## config.mk

```make
export PLATFORM = sky130hd
export DESIGN_NAME = lar_resolver
export DESIGN_NICKNAME = d
export VERILOG_FILES = /design/src/lar_pkg.sv /design/src/lar_speed_sense.sv /design/src/lar_resolver.sv
export SDC_FILE = /design/constraint.sdc
export NUM_CORES = 1
export LEC_CHECK = 0
export BUFFER_PORTS_ARGS = -buffer_cell sky130_fd_sc_hd__buf_2
export CAP_MARGIN = 10
export CORE_ASPECT_RATIO = 1.1
export CORE_MARGIN = 2
export CORE_UTILIZATION = 38
export CTS_BUF_LIST = sky130_fd_sc_hd__clkbuf_4 sky130_fd_sc_hd__clkbuf_8
export DETAILED_ROUTE_END_ITERATION = 8
export SYNTH_ARGS = -nofsm -noshare
export SYNTH_HDL_FRONTEND = slang
export SYNTH_SLANG_ARGS = --single-unit
```

## constraint.sdc

```tcl
create_clock -name clk_sys_i -period 3.1 [get_ports clk_sys_i]
set_input_delay 0.93 -clock clk_sys_i [delete_from_list [all_inputs] [get_ports clk_sys_i]]
set_output_delay 0.93 -clock clk_sys_i [all_outputs]
set_load 0.03 [all_outputs]
```

## src/lar_pkg.sv

```systemverilog
// Constants and helpers shared by the link mode resolver
package lar_pkg;

  // System clock rate in hertz
  localparam int unsigned CLK_HZ          = 10_000_000;

  // Ability bit positions, highest priority first
  localparam int unsigned ABIL_100_FULL   = 3;
  localparam int unsigned ABIL_100_HALF   = 2;
  localparam int unsigned ABIL_10_FULL    = 1;
  localparam int unsigned ABIL_10_HALF    = 0;
  localparam int unsigned ABIL_W          = 4;

  // All four abilities, sent in every advertisement
  localparam logic [3:0]  ABIL_ALL        = 4'hF;

  // Mode index fields: bit 1 is speed, bit 0 is duplex
  localparam int unsigned MODE_SPEED_BIT  = 1;
  localparam int unsigned MODE_DUPLEX_BIT = 0;

  // Wait for a partner advertisement before falling back
  localparam int unsigned NEG_WAIT_MS     = 50;
  localparam int unsigned NEG_WAIT_CYC    = NEG_WAIT_MS * (CLK_HZ / 1000);

  // Sensed speed must hold this long before it is trusted
  localparam int unsigned SENSE_STABLE_US  = 10;
  localparam int unsigned SENSE_STABLE_CYC = (SENSE_STABLE_US * (CLK_HZ / 1000) + 999) / 1000;

  // Reset values of the outputs
  localparam logic        LINK_RST        = 1'b0;
  localparam logic        SPEED_RST       = 1'b0;
  localparam logic        FULL_RST        = 1'b0;

  // Source of the current link mode
  typedef enum logic [1:0] {
    SRC_NONE   = 2'b00,
    SRC_NEG    = 2'b01,
    SRC_PAR    = 2'b10,
    SRC_FORCED = 2'b11
  } lar_src_t;

  // Resolver states
  typedef enum logic [2:0] {
    ST_ADV    = 3'b001,
    ST_NEG    = 3'b011,
    ST_PAR    = 3'b100,
    ST_FORCED = 3'b101
  } lar_state_t;

  // Highest priority common ability as a mode index
  function automatic logic [1:0] best_mode(input logic [3:0] common);
    logic [1:0] idx;
    idx = 2'h0;
    if (common[ABIL_100_FULL]) begin
      idx = 2'h3;
    end else if (common[ABIL_100_HALF]) begin
      idx = 2'h2;
    end else if (common[ABIL_10_FULL]) begin
      idx = 2'h1;
    end
    return idx;
  endfunction

endpackage

```

## src/lar_speed_sense.sv

```systemverilog
// Line speed sensing filter for one port
`timescale 1ns/1ps

module lar_speed_sense #(
  parameter int unsigned STABLE_CYC = lar_pkg::SENSE_STABLE_CYC
) (
  input  wire logic clk_sys_i,
  input  wire logic rst_b_i,
  input  wire logic sense_valid_i,
  input  wire logic sense_100_i,
  output logic      sensed_valid_o,
  output logic      sensed_100_o
);

  localparam int unsigned CW = $clog2(STABLE_CYC + 1);

  // Refuse a zero settle time
  if (STABLE_CYC < 1) begin : g_chk
    $error("STABLE_CYC must be at least one");
  end

  logic [CW-1:0] cnt_reg;         // Cycles the raw inputs held still
  logic [CW-1:0] cnt_next;
  logic          last_100_reg;    // Raw speed seen last cycle
  logic          last_100_next;
  logic          valid_reg;       // Filtered presence
  logic          valid_next;
  logic          speed_reg;       // Filtered speed
  logic          speed_next;

  // Settle counter and filtered result
  always_comb begin
    cnt_next      = cnt_reg;
    last_100_next = sense_100_i;
    valid_next    = valid_reg;
    speed_next    = speed_reg;
    if (!sense_valid_i) begin
      // Loss of signal drops at once
      cnt_next   = '0;
      valid_next = 1'b0;
    end else if (sense_100_i != last_100_reg) begin
      // Speed changed, start settling again
      cnt_next   = '0;
      valid_next = 1'b0;
    end else if (cnt_reg == CW'(STABLE_CYC)) begin
      // Held long enough
      valid_next = 1'b1;
      speed_next = sense_100_i;
    end else begin
      cnt_next = cnt_reg + CW'(1);
    end
  end

  // Register the filter state
  always_ff @(posedge clk_sys_i or negedge rst_b_i) begin
    if (!rst_b_i) begin
      cnt_reg      <= '0;
      last_100_reg <= 1'b0;
      valid_reg    <= 1'b0;
      speed_reg    <= 1'b0;
    end else begin
      cnt_reg      <= cnt_next;
      last_100_reg <= last_100_next;
      valid_reg    <= valid_next;
      speed_reg    <= speed_next;
    end
  end

  assign sensed_valid_o = valid_reg;
  assign sensed_100_o   = speed_reg;

endmodule

```

## src/lar_resolver.sv

```systemverilog
// Link mode resolver for one twisted-pair port
//
// Operation
// - Rank modes: 100 before 10, full before half
// - Advertise all four abilities on configure or boot, unless forced
// - Run highest priority mode common to both
// - Speed and duplex by negotiation, link only if sensed speed agrees
// - Silent partner: sensed speed, half duplex
// - Forced mode sets software speed and duplex
`timescale 1ns/1ps

module lar_resolver #(
  parameter int unsigned NEG_WAIT_CYC = lar_pkg::NEG_WAIT_CYC,
  parameter int unsigned STABLE_CYC   = lar_pkg::SENSE_STABLE_CYC
) (
  input  wire logic       clk_sys_i,
  input  wire logic       rst_b_i,
  input  wire logic       cfg_restart_i,
  input  wire logic       force_en_i,
  input  wire logic       force_speed_100_i,
  input  wire logic       force_full_i,
  input  wire logic       lp_valid_i,
  input  wire logic [3:0] lp_ability_i,
  input  wire logic       sense_valid_i,
  input  wire logic       sense_100_i,
  output logic            adv_valid_o,
  output logic [3:0]      adv_ability_o,
  output logic            link_up_o,
  output logic            speed_100_o,
  output logic            full_duplex_o,
  output logic [1:0]      mode_src_o
);

  localparam int unsigned TW = $clog2(NEG_WAIT_CYC + 1);

  // Refuse a zero wait
  if (NEG_WAIT_CYC < 1) begin : g_chk
    $error("NEG_WAIT_CYC must be at least one");
  end

  lar_pkg::lar_state_t state_reg;   // Resolver state
  lar_pkg::lar_state_t state_next;
  logic [TW-1:0]       timer_reg;   // Advertisement wait counter
  logic [TW-1:0]       timer_next;
  logic [1:0]          mode_reg;    // Resolved mode index
  logic [1:0]          mode_next;
  logic                adv_next;    // Output next values
  logic [3:0]          abil_next;
  logic                link_next;
  logic                speed_next;
  logic                full_next;
  logic [1:0]          src_next;
  logic                sensed_valid; // Filtered speed sense
  logic                sensed_100;
  logic [3:0]          common;       // Abilities both sides hold

  // Speed sensing filter
  lar_speed_sense #(
    .STABLE_CYC (STABLE_CYC)
  ) u_sense (
    .clk_sys_i      (clk_sys_i),
    .rst_b_i        (rst_b_i),
    .sense_valid_i  (sense_valid_i),
    .sense_100_i    (sense_100_i),
    .sensed_valid_o (sensed_valid),
    .sensed_100_o   (sensed_100)
  );

  // both ability sets
  // Intersect partner set with ours
  assign common = lp_ability_i & lar_pkg::ABIL_ALL;

  // Next state and output values
  always_comb begin
    state_next = state_reg;
    timer_next = timer_reg;
    mode_next  = mode_reg;
    unique case (state_reg)
      lar_pkg::ST_ADV: begin
        if (lp_valid_i && (common != 4'h0)) begin
          mode_next  = lar_pkg::best_mode(common);
          state_next = lar_pkg::ST_NEG;
        end else if (timer_reg == TW'(NEG_WAIT_CYC)) begin
          if (sensed_valid) begin
            state_next = lar_pkg::ST_PAR;
          end
        end else begin
          timer_next = timer_reg + TW'(1);
        end
      end
      lar_pkg::ST_NEG: begin
        // Lost line restarts the exchange only while the link is up
        if (link_up_o && !sensed_valid) begin
          state_next = lar_pkg::ST_ADV;
        end
      end
      lar_pkg::ST_PAR: begin
        if (lp_valid_i && (common != 4'h0)) begin
          // Late advertisement wins over fallback
          mode_next  = lar_pkg::best_mode(common);
          state_next = lar_pkg::ST_NEG;
        end else if (!sensed_valid) begin
          state_next = lar_pkg::ST_ADV;
        end
      end
      lar_pkg::ST_FORCED: begin
        if (!force_en_i) begin
          state_next = lar_pkg::ST_ADV;
        end
      end
      default: begin
        state_next = lar_pkg::ST_ADV;
      end
    endcase
    if (cfg_restart_i && (state_next != lar_pkg::ST_FORCED)) begin
      state_next = lar_pkg::ST_ADV;
    end
    if (force_en_i) begin
      state_next = lar_pkg::ST_FORCED;
    end
    if (state_next == lar_pkg::ST_ADV && state_reg != lar_pkg::ST_ADV) begin
      timer_next = '0;
    end
    if (cfg_restart_i) begin
      timer_next = '0;
    end
    // Outputs follow the next state
    adv_next   = 1'b0;
    abil_next  = 4'h0;
    link_next  = 1'b0;
    speed_next = 1'b0;
    full_next  = 1'b0;
    src_next   = lar_pkg::SRC_NONE;
    unique case (state_next)
      lar_pkg::ST_ADV: begin
        adv_next  = 1'b1;
        abil_next = lar_pkg::ABIL_ALL;
      end
      lar_pkg::ST_NEG: begin
        adv_next   = 1'b1;
        abil_next  = lar_pkg::ABIL_ALL;
        src_next   = lar_pkg::SRC_NEG;
        speed_next = mode_next[lar_pkg::MODE_SPEED_BIT];
        full_next  = mode_next[lar_pkg::MODE_DUPLEX_BIT];
        link_next  = sensed_valid && (sensed_100 == mode_next[lar_pkg::MODE_SPEED_BIT]);
      end
      lar_pkg::ST_PAR: begin
        adv_next   = 1'b1;
        abil_next  = lar_pkg::ABIL_ALL;
        src_next   = lar_pkg::SRC_PAR;
        speed_next = sensed_100;
        full_next  = 1'b0;
        link_next  = sensed_valid;
      end
      lar_pkg::ST_FORCED: begin
        src_next   = lar_pkg::SRC_FORCED;
        speed_next = force_speed_100_i;
        full_next  = force_full_i;
        link_next  = 1'b1;
      end
      default: begin
        adv_next = 1'b0;
      end
    endcase
  end

  // Register state and outputs
  always_ff @(posedge clk_sys_i or negedge rst_b_i) begin
    if (!rst_b_i) begin
      state_reg     <= lar_pkg::ST_ADV;
      timer_reg     <= '0;
      mode_reg      <= 2'h0;
      adv_valid_o   <= 1'b0;
      adv_ability_o <= 4'h0;
      link_up_o     <= lar_pkg::LINK_RST;
      speed_100_o   <= lar_pkg::SPEED_RST;
      full_duplex_o <= lar_pkg::FULL_RST;
      mode_src_o    <= lar_pkg::SRC_NONE;
    end else begin
      state_reg     <= state_next;
      timer_reg     <= timer_next;
      mode_reg      <= mode_next;
      adv_valid_o   <= adv_next;
      adv_ability_o <= abil_next;
      link_up_o     <= link_next;
      speed_100_o   <= speed_next;
      full_duplex_o <= full_next;
      mode_src_o    <= src_next;
    end
  end

  logic [1:0] exp_mode_reg;   // Best mode of the last accepted partner set
  logic [1:0] exp_mode_next;

  // Track the partner set that negotiation accepted
  always_comb begin
    exp_mode_next = exp_mode_reg;
    if (lp_valid_i && (common != 4'h0) && !force_en_i && !cfg_restart_i
        && (state_reg == lar_pkg::ST_ADV || state_reg == lar_pkg::ST_PAR)) begin
      exp_mode_next = lar_pkg::best_mode(common);
    end
  end

  // Register the tracked mode
  always_ff @(posedge clk_sys_i or negedge rst_b_i) begin
    if (!rst_b_i) begin
      exp_mode_reg <= 2'h0;
    end else begin
      exp_mode_reg <= exp_mode_next;
    end
  end

  adv_all_a: assert property (@(posedge clk_sys_i) disable iff (!rst_b_i)
    adv_valid_o |-> adv_ability_o == lar_pkg::ABIL_ALL)
    else $error("advertisement lacks an ability");

  restart_adv_a: assert property (@(posedge clk_sys_i) disable iff (!rst_b_i)
    (cfg_restart_i && !force_en_i) |=> (adv_valid_o && mode_src_o == lar_pkg::SRC_NONE))
    else $error("restart did not advertise");

  prio_pick_a: assert property (@(posedge clk_sys_i) disable iff (!rst_b_i)
    (mode_src_o == lar_pkg::SRC_NEG) |-> ({speed_100_o, full_duplex_o} == exp_mode_reg))
    else $error("resolved mode is not the best common one");

  sense_speed_a: assert property (@(posedge clk_sys_i) disable iff (!rst_b_i)
    (link_up_o && mode_src_o != lar_pkg::SRC_FORCED) |-> speed_100_o == $past(sensed_100))
    else $error("link speed differs from sensed speed");

  par_half_a: assert property (@(posedge clk_sys_i) disable iff (!rst_b_i)
    (mode_src_o == lar_pkg::SRC_PAR) |-> (!full_duplex_o && adv_valid_o))
    else $error("fallback link not half duplex");

  force_apply_a: assert property (@(posedge clk_sys_i) disable iff (!rst_b_i)
    force_en_i |=> (mode_src_o == lar_pkg::SRC_FORCED && link_up_o
                    && speed_100_o == $past(force_speed_100_i) && full_duplex_o == $past(force_full_i)))
    else $error("forced mode not applied");

  force_quiet_a: assert property (@(posedge clk_sys_i) disable iff (!rst_b_i)
    (mode_src_o == lar_pkg::SRC_FORCED) |-> !adv_valid_o)
    else $error("advertising while forced");

  force_resume_a: assert property (@(posedge clk_sys_i) disable iff (!rst_b_i)
    $fell(force_en_i) |=> (adv_valid_o && !link_up_o))
    else $error("advertising did not resume");

endmodule

```

==> flow_metrics.tcl <==
set metrics [dict create \
    power.total_mw 1.15 \
    design_area_sq_um 2380 \
    synth_compound_area_frac 0.114 \
    worstSetupEndpointType "flip-flop" \
    placed_area_sq_um 2240 \
    slowest_delay_ns 0.51 \
    cts_buffers 5 \
    synthArstFlopShare 1.00 \
    final_cell_mix "dfrtp_1, nor2_1, buf_2" \
    cts_setup_buffers 0 \
    peakVddDrop_mv 0.283 \
    final-setup-viol-count 0 \
    seq_area_sq_um 1000 \
    tns_ns 0 \
    holdWs_ns 0.531 \
    finalCritPeriodShare 0.817 \
    synth_edf_count 0 \
    p_per_area_nw_per_um2 485 \
    cts_sinks 40 \
    syn-num-nets 225 \
    fillerInstances 526 \
    grt-ovfl-total 0 \
    maxSlewHeadroom 0.395 \
    fin_nets 246 \
    synthSimpleGateAreaFrac 0.241 \
    synth-xor-area-share 0.0754 \
    synth_cell_type_count 50 \
    cp_max_fo 19 \
    worst_ep_required_time_ns 3.30 \
    rsz0062_at_grt "no" \
    leakagePower_nw 1.00 \
    grt_usage 0.154 \
    initial_utilization 0.390 \
    arrival_ns 2.73 \
    syn_avg_cell_area_sq_um 10.0 \
    hold_buffers 0 \
    yosys_register_bits 40 \
    antenna_found_initial 0 \
    synth_top_area_frac 0.467 \
    largest_reg_flops 19 \
    grt_pass1_vias 1527 \
    drive_gt1_frac 0.187 \
    drc 0 \
    clockBufferDepth 2 \
    grt_pass1_wl_microns 7200 \
    dp.cells 297 \
    tightest_slew_ns 0.908 \
    drt_pre_antenna_iters 4 \
    synthCells 208 \
    path_buf_inv 1 \
    cap_violations 0 \
    area_growth_pct 13.8 \
    crit_type "input port to flip-flop" \
    hold_class "flip-flop to flip-flop" \
    final.min_clock_period_ns 2.53 \
    portBuffers 22 \
    hold_viol 0 \
    final_common_cell "dfrtp_1" \
    synth_area_leader_cell "dfrtp_1" \
    drt_iter0_drc 65 \
    slowest_stage "or4b_1" \
    dpl.hpwl_microns 2730 \
    status "completed" \
    start_kind "input port" \
    avgViaCountPerCell 5.02 \
    drtAntennaViolNets 0 \
    synth_top_family_by_area "simple AND/OR/NAND/NOR gates" \
    muxShareOfSynthArea 0.0198 \
    drv_slew 0 \
    core-area_sq_um 5360 \
    clk_pin_slew_ns 0.08 \
    ys.flop_type "dfrtp_1" \
    grt_max_degree 41 \
    finalNonFillerCells 305 \
    vias 1532 \
    h-tree-depth 2 \
    yosysWarnings 0 \
    cts_tree "yes" \
    io_pins 23 \
    antenna_cells 0 \
    die_w_microns 74.7 \
    clkLatencyLatePin_ns 0.29 \
    placementRows 28 \
    synth_area_sq_um 2090 \
    synth.area.top_cells "dfrtp_1, xnor2_1, nor2_1" \
    cts_resized 0 \
    routed_wl_microns 3940 \
    path_cells "buf_2, o41a_1, or4b_1, o22a_1, a211oi_1" \
    yosysSeqAreaShare 0.480 \
    max_freq_ghz 0.395 \
    fin_worst_skew_ns 0.00665 \
    synth-adder-area-share 0.0240 \
    place.gp.congestion 0.772 \
    wl_per_cell_microns 12.9 \
    multi_input_area_sq_um 991 \
    die_area_sq_um 6110 \
    path_delay_family "compound AO/OA/AOI/OAI gates" \
    cts-root-buf "clkbuf_8" \
    fp.dieH_microns 81.8 \
]
-- power by group --
| group | internal, mW | switching, mW | total (mW) |
|---|---|---|---|
| registers | 0.535 | 0.00824 | 0.544 |
| clock network | 0.331 | 0.180 | 0.511 |
| logic | 0.0331 | 0.0652 | 0.0983 |
| total | 0.899 | 0.254 | 1.15 |
-- layer usage --
layer  track usage  share of wire  vias to the layer above  routed length (microns)
li1              -              -                      769                        -
met1         0.211           0.48                      734                     1900
met2         0.235           0.46                       23                     1820
met3        0.0417          0.039                        6                      155
met4        0.0536          0.016                        0                       65
met5             0              0                        -                        0
-- cell families (layout without fill, tap and decap cells) --
kind of cell / after synthesis / in the layout
AOI/OAI and AO/OA: 35 / 35
xor gates and xnor gates: 18 / 18
adders and majority gates: 4 / 4
buffers and inverters: 19 / 41
DFF: 40 / 40
muxes: 4 / 4
and+or+nand+nor: 88 / 88
-- cells in the mapped netlist (all sizes together), types with 2 or more instances --
| library cell | count |
|---|---|
| nand3 | 8 |
| nand4 | 3 |
| o21ai | 6 |
| or3 | 2 |
| nor2 | 31 |
| inv | 10 |
| ha | 4 |
| and4 | 3 |
| nand2 | 10 |
| or2 | 4 |
| dfrtp | 39 |
| nor4 | 2 |
| nor3 | 8 |
| clkbuf | 2 |
| o31ai | 3 |
| and3 | 5 |
| nand2b | 3 |
| a21oi | 11 |
| a211oi | 4 |
| xor2 | 3 |
| mux2i | 3 |
| or4b | 2 |
| a22o | 2 |
| xnor2 | 15 |
| o211ai | 2 |
| buf | 7 |
-- worst reg2reg max path: cells and delay by family, from the launching register on --
| kind | cells | cell delay (ns) |
|---|---|---|
| flip-flops | 1 | 0.56 |
| AND/OR/NAND/NOR | 4 | 1.39 |
| XOR/XNOR | 1 | 0.13 |
-- cell type report --
cell class | instances | share of cell area
inverter | 10 | 0.0158
clock buffer | 6 | 0.0321
clock inverter | 2 | 0.0252
timing repair buffer | 23 | 0.0494
tap | 75 | 0.0395
multi-input combinational | 149 | 0.417
sequential | 40 | 0.421
-- final timing paths --
check	start	to	depth (start not counted)	slack [ns]
worst max-delay path	lp_ability_i[0]	timer_reg[5]$_DFFE_PN0P_	5	0.57
max in group asynchronous	rst_b_i	timer_reg[18]$_DFFE_PN0P_	1	1.77
min in group asynchronous	rst_b_i	full_duplex_o$_DFF_PN0_	1	0.77
worst min register to register	u_sense.cnt_reg[2]$_DFFE_PN0P_	u_sense.cnt_reg[2]$_DFFE_PN0P_	1	0.53
worst max register to register	state_reg[0]$_DFF_PN1_	timer_reg[18]$_DFFE_PN0P_	5	0.88
worst min-delay path	u_sense.cnt_reg[2]$_DFFE_PN0P_	u_sense.cnt_reg[2]$_DFFE_PN0P_	1	0.53
-- through the flow --
step                 util  setup slack (ns)
finish              0.444             0.566
global route        0.444             0.424
global placement    0.418             0.293
detailed placement  0.418             0.250
floorplan               -             0.555
CTS                 0.444             0.556
(Power assumes the default switching activity.)
